`config.mk`:
```
export PLATFORM = sky130hd
export DESIGN_NAME = lbss_bus_ctrl
export DESIGN_NICKNAME = d
export VERILOG_FILES = /design/src/rtl/lbss_pkg.sv /design/src/rtl/lbss_sync2.sv /design/src/rtl/lbss_bus_ctrl.sv
export SDC_FILE = /design/constraint.sdc
export NUM_CORES = 1
export LEC_CHECK = 0
export BUFFER_PORTS_ARGS = -buffer_cell sky130_fd_sc_hd__buf_2
export CAP_MARGIN = 20
export CORE_ASPECT_RATIO = 0.8
export CORE_MARGIN = 2
export CORE_UTILIZATION = 40
export DETAILED_ROUTE_END_ITERATION = 10
export PLACE_DENSITY = 0.65
export SLEW_MARGIN = 10
export SYNTH_ARGS = -nofsm -noshare
export SYNTH_HDL_FRONTEND = slang
export SYNTH_SLANG_ARGS = --single-unit
```
`constraint.sdc`:
```
create_clock -name i_mclk -period 2 [get_ports i_mclk]
set_input_delay 0.4 -clock i_mclk [delete_from_list [all_inputs] [get_ports i_mclk]]
set_output_delay 0.4 -clock i_mclk [all_outputs]
set_load 0.01 [all_outputs]
```
`src/rtl/lbss_pkg.sv`:
```
// Shared types and constants for the local bus strobe and status block.
// Assumes one processor clock; all pin levels are resolved outside.
package lbss_pkg;

	// Cycle-type status codes driven on the three status outputs
	localparam logic [2:0] LBSS_CYC_INTA   = 3'h0;
	localparam logic [2:0] LBSS_CYC_IORD   = 3'h1;
	localparam logic [2:0] LBSS_CYC_IOWR   = 3'h2;
	localparam logic [2:0] LBSS_CYC_HALT   = 3'h3;
	localparam logic [2:0] LBSS_CYC_FETCH  = 3'h4;
	localparam logic [2:0] LBSS_CYC_MEMRD  = 3'h5;
	localparam logic [2:0] LBSS_CYC_MEMWR  = 3'h6;
	localparam logic [2:0] LBSS_CYC_PASSIV = 3'h7;

	// Queue operation codes, bit 1 on the write pin, bit 0 on latch pin
	localparam logic [1:0] LBSS_QOP_NONE   = 2'h0;
	localparam logic [1:0] LBSS_QOP_FIRST  = 2'h1;
	localparam logic [1:0] LBSS_QOP_EMPTY  = 2'h2;
	localparam logic [1:0] LBSS_QOP_NEXT   = 2'h3;

	// Reset values of the pin drivers
	localparam logic       LBSS_RST_LVL    = 1'h1;
	localparam logic       LBSS_RST_OE     = 1'h1;

	// Synchroniser width, one bit each for the ready and read-strap pins
	localparam int         LBSS_SYNC_STAGES = 2;

	typedef enum logic [2:0] {
		ST_IDLE,
		ST_T1,
		ST_T2,
		ST_T3,
		ST_TW,
		ST_T4,
		ST_HOLD
	} lbss_state_t;

	typedef enum logic [1:0] {
		PH_DRIVE,
		PH_FLOAT,
		PH_STRAP,
		PH_RUN
	} lbss_phase_t;

	typedef struct packed {
		logic lvl;
		logic oe;
	} lbss_pin_t;

	typedef struct packed {
		logic       valid;
		logic [2:0] ctype;
	} lbss_req_t;

	function automatic logic lbss_is_read(input logic [2:0] c);
		return (c == LBSS_CYC_IORD) || (c == LBSS_CYC_MEMRD) ||
			(c == LBSS_CYC_FETCH);
	endfunction

	function automatic logic lbss_is_write(input logic [2:0] c);
		return (c == LBSS_CYC_IOWR) || (c == LBSS_CYC_MEMWR);
	endfunction

endpackage

```
`src/rtl/lbss_sync2.sv`:
```
// Two-stage synchroniser for pin levels entering the processor clock.
// Assumes the inputs change at arbitrary times; output is stage two.
`timescale 1ns/1ps
module lbss_sync2
	import lbss_pkg::*;
#(
	parameter int WIDTH = 2
)(
	input  wire logic             i_mclk,
	input  wire logic             i_resetn,
	input  wire logic [WIDTH-1:0] i_async,
	output logic      [WIDTH-1:0] o_sync
);

	logic [WIDTH-1:0] meta_reg;
	logic [WIDTH-1:0] meta_next;
	logic [WIDTH-1:0] sync_next;

	always_comb
	begin
		meta_next = i_async;
		sync_next = meta_reg;
	end

	always_ff @(posedge i_mclk or negedge i_resetn)
	begin
		if (!i_resetn)
		begin
			meta_reg <= '0;
			o_sync   <= '0;
		end
		else
		begin
			meta_reg <= meta_next;
			o_sync   <= sync_next;
		end
	end

endmodule

```
`src/rtl/lbss_bus_ctrl.sv`:
```
// Bus-cycle sequencer: strobes, queue status, ready, lock, cycle status.
// Assumes requests, hold grant and queue ops come from logic on i_mclk;
// asynchronous ready and the read pin strap are raw pins.
`timescale 1ns/1ps
// Notes on behaviour
// - Write strobe low in T2, T3 and wait states of every write cycle outside queue mode.
// - Write strobe floats in hold; high one clock at reset, then floats.
// - Queue mode drives queue op bits: 00 none, 01/11 byte, 10 empty.
// - Read strobe low in T2, T3, TW of reads outside queue mode, never in T1.
// - Read strobe floats in hold and after reset pulse; pad pull-up.
// - Read pin sampled after reset; grounded pin selects queue mode.
// - Ready held high gives cycles with no wait states.
// - Cycle ends only once a ready input is active or ready is ignored; waits meanwhile.
// - Synchronous ready is used directly, without the two extra synchroniser clocks.
// - Lock output asserted low in response to a lock prefix.
// - Lock active from first data cycle T1 until instruction completes.
// - No prefetch cycles start while lock is asserted.
// - Status 000 inta, 001 io read, 010 io write, 011 halt.
module lbss_bus_ctrl
	import lbss_pkg::*;
(
	input  wire logic       i_mclk,
	input  wire logic       i_resetn,
	input  wire lbss_req_t  i_req,
	input  wire logic       i_hold_grant,
	input  wire logic       i_async_ready,
	input  wire logic       i_sync_ready,
	input  wire logic       i_ready_ignore,
	input  wire logic       i_rd_pin,
	input  wire logic [1:0] i_queue_op,
	input  wire logic       i_lock_prefix,
	input  wire logic       i_instr_done,
	output lbss_pin_t       o_wr,
	output lbss_pin_t       o_rd,
	output logic            o_le_q0,
	output logic [2:0]      o_status,
	output logic            o_status_oe,
	output logic            o_lock_n,
	output logic            o_req_ready,
	output logic            o_cycle_done,
	output logic            o_queue_mode
);

	lbss_state_t state_reg;
	lbss_state_t state_next;
	lbss_phase_t phase_reg;
	lbss_phase_t phase_next;
	logic        settle_reg;
	logic        settle_next;
	logic [2:0]  cyc_reg;
	logic [2:0]  cyc_next;
	logic        pend_reg;
	logic        pend_next;
	logic        lock_next;
	logic        qmode_next;
	lbss_pin_t   wr_next;
	lbss_pin_t   rd_next;
	logic        le_next;
	logic [2:0]  status_next;
	logic        status_oe_next;
	logic        ready_next;
	logic        done_next;
	logic [1:0]  sync_out;
	logic        async_ready_in_sync;
	logic        rd_sync;
	logic        bus_ready;
	logic        take;
	logic        active;

	// Ready pin and read-strap pin share one synchroniser
	lbss_sync2 #(
		.WIDTH (LBSS_SYNC_STAGES)
	) u_sync (
		.i_mclk   (i_mclk),
		.i_resetn (i_resetn),
		.i_async  ({i_async_ready, i_rd_pin}),
		.o_sync   (sync_out)
	);

	assign async_ready_in_sync = sync_out[1];
	assign rd_sync   = sync_out[0];

	// Sync ready is already on our clock, so it skips the synchroniser
	assign bus_ready = i_ready_ignore || async_ready_in_sync || i_sync_ready;

	// Fetches are refused while the lock output is low
	assign take = i_req.valid && o_req_ready && !i_hold_grant &&
		!(i_req.ctype == LBSS_CYC_FETCH && !o_lock_n);

	always_comb
	begin
		state_next = state_reg;
		phase_next = phase_reg;
		settle_next = settle_reg;
		cyc_next   = cyc_reg;
		qmode_next = o_queue_mode;
		done_next  = 1'b0;
		case (phase_reg)
			PH_DRIVE: phase_next = PH_FLOAT;
			// Two float clocks let the strap clear both synchroniser stages
			PH_FLOAT:
			begin
				settle_next = 1'b1;
				if (settle_reg)
					phase_next = PH_STRAP;
			end
			PH_STRAP:
			begin
				phase_next = PH_RUN;
				qmode_next = !rd_sync;
			end
			default: phase_next = PH_RUN;
		endcase
		case (state_reg)
			ST_IDLE:
				if (i_hold_grant)
					state_next = ST_HOLD;
				else if (take)
					state_next = ST_T1;
			ST_T1: state_next = ST_T2;
			ST_T2: state_next = ST_T3;
			ST_T3, ST_TW:
				state_next = bus_ready ? ST_T4 : ST_TW;
			ST_T4:
			begin
				done_next = 1'b1;
				if (take)
					state_next = ST_T1;
				else if (i_hold_grant)
					state_next = ST_HOLD;
				else
					state_next = ST_IDLE;
			end
			ST_HOLD:
				if (!i_hold_grant)
					state_next = ST_IDLE;
			default: state_next = ST_IDLE;
		endcase
		if (take)
			cyc_next = i_req.ctype;
	end

	// Lock state: set wins over the instruction-done clear
	always_comb
	begin
		pend_next = pend_reg || i_lock_prefix;
		lock_next = !o_lock_n && !i_instr_done;
		if (state_next == ST_T1 && cyc_next != LBSS_CYC_FETCH &&
			pend_next && phase_reg == PH_RUN)
		begin
			lock_next = 1'b1;
			pend_next = 1'b0;
		end
	end

	// Pin values follow the next state, so each flop lines up with it
	always_comb
	begin
		active = (state_next == ST_T2) || (state_next == ST_T3) ||
			(state_next == ST_TW);
		wr_next        = '{lvl: 1'b1, oe: 1'b0};
		rd_next        = '{lvl: 1'b1, oe: 1'b0};
		le_next        = 1'b0;
		status_next    = LBSS_CYC_PASSIV;
		status_oe_next = 1'b0;
		if (phase_next == PH_RUN && state_next != ST_HOLD)
		begin
			status_oe_next = 1'b1;
			if (state_next == ST_T1 || active)
				status_next = cyc_next;
			if (qmode_next)
			begin
				wr_next = '{lvl: i_queue_op[1], oe: 1'b1};
				le_next = i_queue_op[0];
			end
			else
			begin
				wr_next = '{lvl: !(active && lbss_is_write(cyc_next)),
					oe: 1'b1};
				// Read stays high in T1 while the address is on the bus
				rd_next = '{lvl: !(active && lbss_is_read(cyc_next)),
					oe: 1'b1};
			end
		end
		// Otherwise both strobes float and the pad pull-up holds read high
		// A take only starts a cycle from idle or T4, so ready covers those
		ready_next = (phase_next == PH_RUN) &&
			((state_next == ST_IDLE) || (state_next == ST_T4));
	end

	always_ff @(posedge i_mclk or negedge i_resetn)
	begin
		if (!i_resetn)
		begin
			state_reg    <= ST_IDLE;
			phase_reg    <= PH_DRIVE;
			settle_reg   <= 1'b0;
			cyc_reg      <= LBSS_CYC_PASSIV;
			pend_reg     <= 1'b0;
			o_lock_n     <= 1'b1;
			o_queue_mode <= 1'b0;
			o_wr         <= '{lvl: LBSS_RST_LVL, oe: LBSS_RST_OE};
			o_rd         <= '{lvl: LBSS_RST_LVL, oe: LBSS_RST_OE};
			o_le_q0      <= 1'b0;
			o_status     <= LBSS_CYC_PASSIV;
			o_status_oe  <= LBSS_RST_OE;
			o_req_ready  <= 1'b0;
			o_cycle_done <= 1'b0;
		end
		else
		begin
			state_reg    <= state_next;
			phase_reg    <= phase_next;
			settle_reg   <= settle_next;
			cyc_reg      <= cyc_next;
			pend_reg     <= pend_next;
			o_lock_n     <= !lock_next;
			o_queue_mode <= qmode_next;
			o_wr         <= wr_next;
			o_rd         <= rd_next;
			o_le_q0      <= le_next;
			o_status     <= status_next;
			o_status_oe  <= status_oe_next;
			o_req_ready  <= ready_next;
			o_cycle_done <= done_next;
		end
	end
endmodule

```
# Word level (Yosys, flattened, before mapping)
# Cells that the tools add are included.
# op_classes
eq_ne,23
muxes,23
n_reduce_logical,34
# ops
op,count
== test 3 bit (second input constant),9
two-way mux 3 bit,8
one-hot mux 3 bit (6 select lines),1
== test 3 x 2 -> 1 bit (second input constant),5
logical AND 1 bit,12
logical OR 1 bit,10
two-way mux 2 bit,5
== test 3 x 1 -> 1 bit (second input constant),3
logical NOT 1 bit,8
two-way mux 1 bit,8
== test 2 bit (second input constant),3
logical NOT 3 bit,2
!= test 3 bit (second input constant),2
one-hot mux 2 bit (2 select lines),1
== test 2 x 1 -> 1 bit (second input constant),1
logical NOT 2 bit,1
OR reduction 2 bit,1
# word_totals
reg_bits,27
in_bits,15
wordCells,98
out_inout_bits,13

# Logic depth before layout (Yosys ltp)
# depth
depth_word,14
ltp_mapped,5
ltp_nobuf,4

# By module
# From an unflattened synthesis, not the netlist that was laid out.
# hier_totals
cells_unflattened,106
area_unflattened_um2,1186.1
# by_module_without_submodules
module,cells_per_inst,n_inst,area_each_um2,seq_area_each_um2
lbss_bus_ctrl,102,1,1086.0,564.3
lbss_sync2,4,1,100.1,100.1

# Worst setup path before layout
# No wires, ideal clock.
# synth_timing
path_type,in2reg
from,input port i_req[0] (netlist name)
to,register o_status[2]
path_buffers,1
slack_ns,0.106
setup_time_ns,0.084
t_required_ns,1.916
cell_stages,5
arrival_time_ns,1.810
cell_sequence,or4b_4 > and2_4 > buf_6 > mux2_4 > a311o_1
# synth_between
elab_cells_between_ends,20
cone_classes,eq/ne (6); mux (7); reduce/logical (7)
# synth_lines
item,line_no,rtl
from (decl),lbss_bus_ctrl.sv:24,"input wire lbss_req_t i_req,"
== test 3 bit,lbss_bus_ctrl.sv:88,!(i_req.ctype == LBSS_CYC_FETCH && !o_lock_n);
logical AND 1 bit,lbss_bus_ctrl.sv:88,
logical NOT 1 bit,lbss_bus_ctrl.sv:88,
logical AND 1 bit,lbss_bus_ctrl.sv:87,assign take = i_req.valid && o_req_ready && !i_hold_grant &&
two-way mux 3 bit,lbss_bus_ctrl.sv:139,if (take)
net cyc_next[2],lbss_bus_ctrl.sv:51,logic [2:0] cyc_next;
two-way mux 3 bit,lbss_bus_ctrl.sv:169,if (state_next == ST_T1 || active)
two-way mux 3 bit,lbss_bus_ctrl.sv:166,if (phase_next == PH_RUN && state_next != ST_HOLD)
net status_next[2],lbss_bus_ctrl.sv:59,logic [2:0] status_next;
to (signal assigned),lbss_bus_ctrl.sv:222,o_status <= status_next;
to (decl),lbss_bus_ctrl.sv:36,"output logic [2:0] o_status,"
# The timed path passes the listed nets, and every way through them passes these cells.
# A chain may end at the register's enable or synchronous reset.

# Worst setup path in the final report
# layout_timing
from,register o_lock_n
to,register o_req_ready
# layout_between
elab_chain_cells,10
elab_cells_between_ends,12
cone_classes,eq/ne (1); mux (4); reduce/logical (7)
# layout_rtl
item,line_no,rtl
from (decl),lbss_bus_ctrl.sv:38,"output logic o_lock_n,"
from (signal assigned),lbss_bus_ctrl.sv:217,o_lock_n <= !lock_next;
logical NOT 1 bit (*),lbss_bus_ctrl.sv:88,
logical AND 1 bit (*),lbss_bus_ctrl.sv:88,
logical NOT 1 bit (*),lbss_bus_ctrl.sv:88,
logical AND 1 bit (*),lbss_bus_ctrl.sv:87,
two-way mux 3 bit,lbss_bus_ctrl.sv:118,else if (take)
two-way mux 3 bit,lbss_bus_ctrl.sv:116,if (i_hold_grant)
one-hot mux 3 bit (6 select lines) (*),lbss_bus_ctrl.sv:114,case (state_reg)
== test 3 bit / logical NOT 3 bit (equally long branches),lbss_bus_ctrl.sv:188,((state_next == ST_IDLE) || (state_next == ST_T4));
logical OR 1 bit (*),lbss_bus_ctrl.sv:188,
logical AND 1 bit (*),lbss_bus_ctrl.sv:187,ready_next = (phase_next == PH_RUN) &&
net ready_next,lbss_bus_ctrl.sv:61,logic ready_next;
to (signal assigned),lbss_bus_ctrl.sv:224,o_req_ready <= ready_next;
to (decl),lbss_bus_ctrl.sv:39,"output logic o_req_ready,"
# Mark *: on every way through the listed nets, which the timed path passes. The rest lies on a longest branch.

==> impl_metrics.csv <==
group,metric,value,unit
yosys,yosysSeqAreaShare,56.01,%
die,fp.dieW,64.88,µm
timing,fin_crit_sh,89.54,%
cts,path_clk_slew,0.08,ns
yosys,synth_top_area_share,31.65,%
timing,rsz0062_at_grt,"false",
route,viasPerCell,5.247,
placed_design,dp_hpwl,1724,µm
layout,diodes,0,
route,drt_iter0_drc,40,
yosys,yosysWarnings,0,
global_route,grt_max_degree,27,
route,route.detailed.drc,0,
yosys,netlist_area,1186,µm²
layout,fillers,276,
timing,final-max-slew-violation-count,0,
yosys,yosys-top-cells-area,"dfrtp_1 (32%), dfstp_2 (24%), nand2_1 (2.8%)",
yosys,synth_area_leader_cell,"dfrtp_1",
route,drt_first_pass_iters,4,
yosys,synth_nets,121,
outcome,status,"finished clean",
global_route,grt_pass1_vias,820,
cts,cts_tree,"yes",
power_and_ir_drop,p_per_area,1321,nW/µm²
cts,cts_buffers,3,
die,initial_utilization,42.57,%
route,ant_nets,0,
flow_run,cap_violations,0,
yosys,synth_cell_types,44,
layout,drive_gt1_share,38.97,%
timing,fmaxAchievable,558.4,MHz
layout,area_growth,19.20,%
worst_setup_path,start_kind,"register",
yosys,ys_ff_latch,26,
cts,clkSinkCount,26,
power_and_ir_drop,leakage,0.6234,nW
global_route,grt_use_total,13.93,%
timing,whs,0.1175,ns
yosys,avgSynthCellArea,11.19,µm²
cts,cts_setup_buffers,0,
timing,slew_headroom,62.52,%
timing,period_minus_slack,1.791,ns
placed_design,io_buffers,27,
global_route,grt_pass1_wl,3553,µm
die,dieArea,3420,µm²
cts,clock-root-buffer,"clkbuf_8",
route,drt-total-wl,2317,µm
cts,ctsResizeCount,0,
worst_setup_path,worstPathArrival,1.98,ns
power_and_ir_drop,vdd_drop_max,0.0005468,V
worst_setup_path,worstSetupEndpointType,"register",
die,ios,28,
worst_setup_path,critPathKind,"reg -> reg",
layout,final_util,50.74,%
die,die_h,52.71,µm
die,placeableCoreArea,2786,µm²
timing,fin_skew,0.003428,ns
timing,hold_violations,0,
worst_setup_path,required,2.19,ns
timing,setup_viol,0,
yosys,synth_cells,106,
global_route,grt_overflow_total,0,
die,rows,17,
cts,htree_num_levels,1,
timing,setup_tns,0,ns
global_route,antenna_found_initial,0,
layout,fin_nets,152,
worst_hold_path,hp-class,"in -> async",
cts,clock_latency,0.26,ns
placed_design,finalWeightedCongestion,0.8343,
cts,cts_buffer_depth,2,
worst_setup_path,path_max_fanout,5,
timing,worst_pin_slew,0.5622,ns
route,vias,913,
route,wl_per_cell,13.32,µm
cts,ctsHoldBuffers,0,
logic make-up (layout without fill, tap and decap cells):
logic type	after synthesis	count (layout)	synth area share [%]
simple gates	41	41	21.31
flops	26	26	56.01
compound gates	23	23	13.82
buf+inv	11	41	4.430
mux	3	3	2.953
xor+xnor	2	2	1.477
report_power, final:
group / internal (mW) / total (mW) / switching [mW] / leakage (nW)
combinational: 0.357 / 0.761 / 0.404 / 0.317
clock: 0.142 / 0.292 / 0.150 / 0.0228
sequential: 0.717 / 0.814 / 0.0974 / 0.284
total: 1.22 / 1.87 / 0.651 / 0.623
area by class of cell:
class / count / area, µm² / area share (%)
Tap cell: 38 / 47.55 / 3.363
Multi-Input combinational cell: 69 / 469.2 / 33.19
Clock buffer: 4 / 45.04 / 3.186
Sequential cell: 26 / 664.4 / 46.99
Timing Repair Buffer: 31 / 165.2 / 11.68
Inverter: 6 / 22.52 / 1.593
critical path, stage by stage, from the launching register on:
cell and delay, ns:
dfstp_2 0.39, or4b_4 0.51, and2_4 0.20, or4b_1 0.46, a31oi_1 0.15
metal layers:
metal	track usage (%)	vias up	routed length, µm
met1	18.28	436	1125
met2	21.48	34	1009
met4	4.610	0	21
li1	-	441	-
met3	4.946	2	160
met5	0	-	0
cells in the mapped netlist, drive strengths merged:
master / instances
a211oi: 1
a311oi: 1
and2: 2
a31oi: 4
inv: 6
a2bb2oi: 1
nor2: 8
a21boi: 2
o211ai: 2
mux2i: 2
and4bb: 1
buf: 3
nor3b: 4
o211a: 1
a311o: 1
nand2: 9
and3b: 1
o22a: 1
or4b: 3
xnor2: 2
o22ai: 1
or3: 2
dfstp: 11
o311a: 1
a21o: 1
nand3: 3
a21oi: 3
nand3b: 1
mux2: 1
dfrtp: 15
or2: 1
o21ai: 3
nand4b: 1
and4b: 1
nor2b: 1
nor3: 1
and3: 1
clkbuf: 2
nor4b: 1
metrics by stage:
step	instance area [µm²]	instances	setup slack (ns)	total power [mW]
CTS	1414	174	0.2007	1.881
floorplan	1186	106	0.1065	1.346
global placement	1369	170	0.05678	1.564
global route	1414	174	0.1476	1.990
finish	1414	174	0.2092	1.867
detailed placement	1369	170	0.02901	1.581
path summary, 6_finish.rpt:
check	start	to	slack (ns)	cells past startpoint
hold reg to reg	u_sync.meta_reg[0]	u_sync.o_sync[0]	0.35	0
min in group i_mclk	i_rd_pin	u_sync.meta_reg[0]	0.24	1
hold / removal	i_resetn	pend_reg	0.12	1
setup reg to reg	o_lock_n	o_req_ready	0.21	4
setup / recovery	o_lock_n	o_req_ready	0.21	4
max in group asynchronous	i_resetn	o_status_oe	1.50	1
placed cells by master (no fill, tap or decap), types with 2 or more instances in the layout:
cell type  instances
nor3b_1            4
or4b_1             2
a21boi_0           2
o21ai_0            3
xnor2_1            2
buf_2             27
a31oi_1            4
nand3_1            3
dfrtp_1           15
mux2i_1            2
a21oi_1            3
dfstp_2           11
inv_1              6
nor2_1             8
o211ai_1           2
buf_4              4
clkbuf_8           3
nand2_1            9
Power figures use the tool's default switching activity.
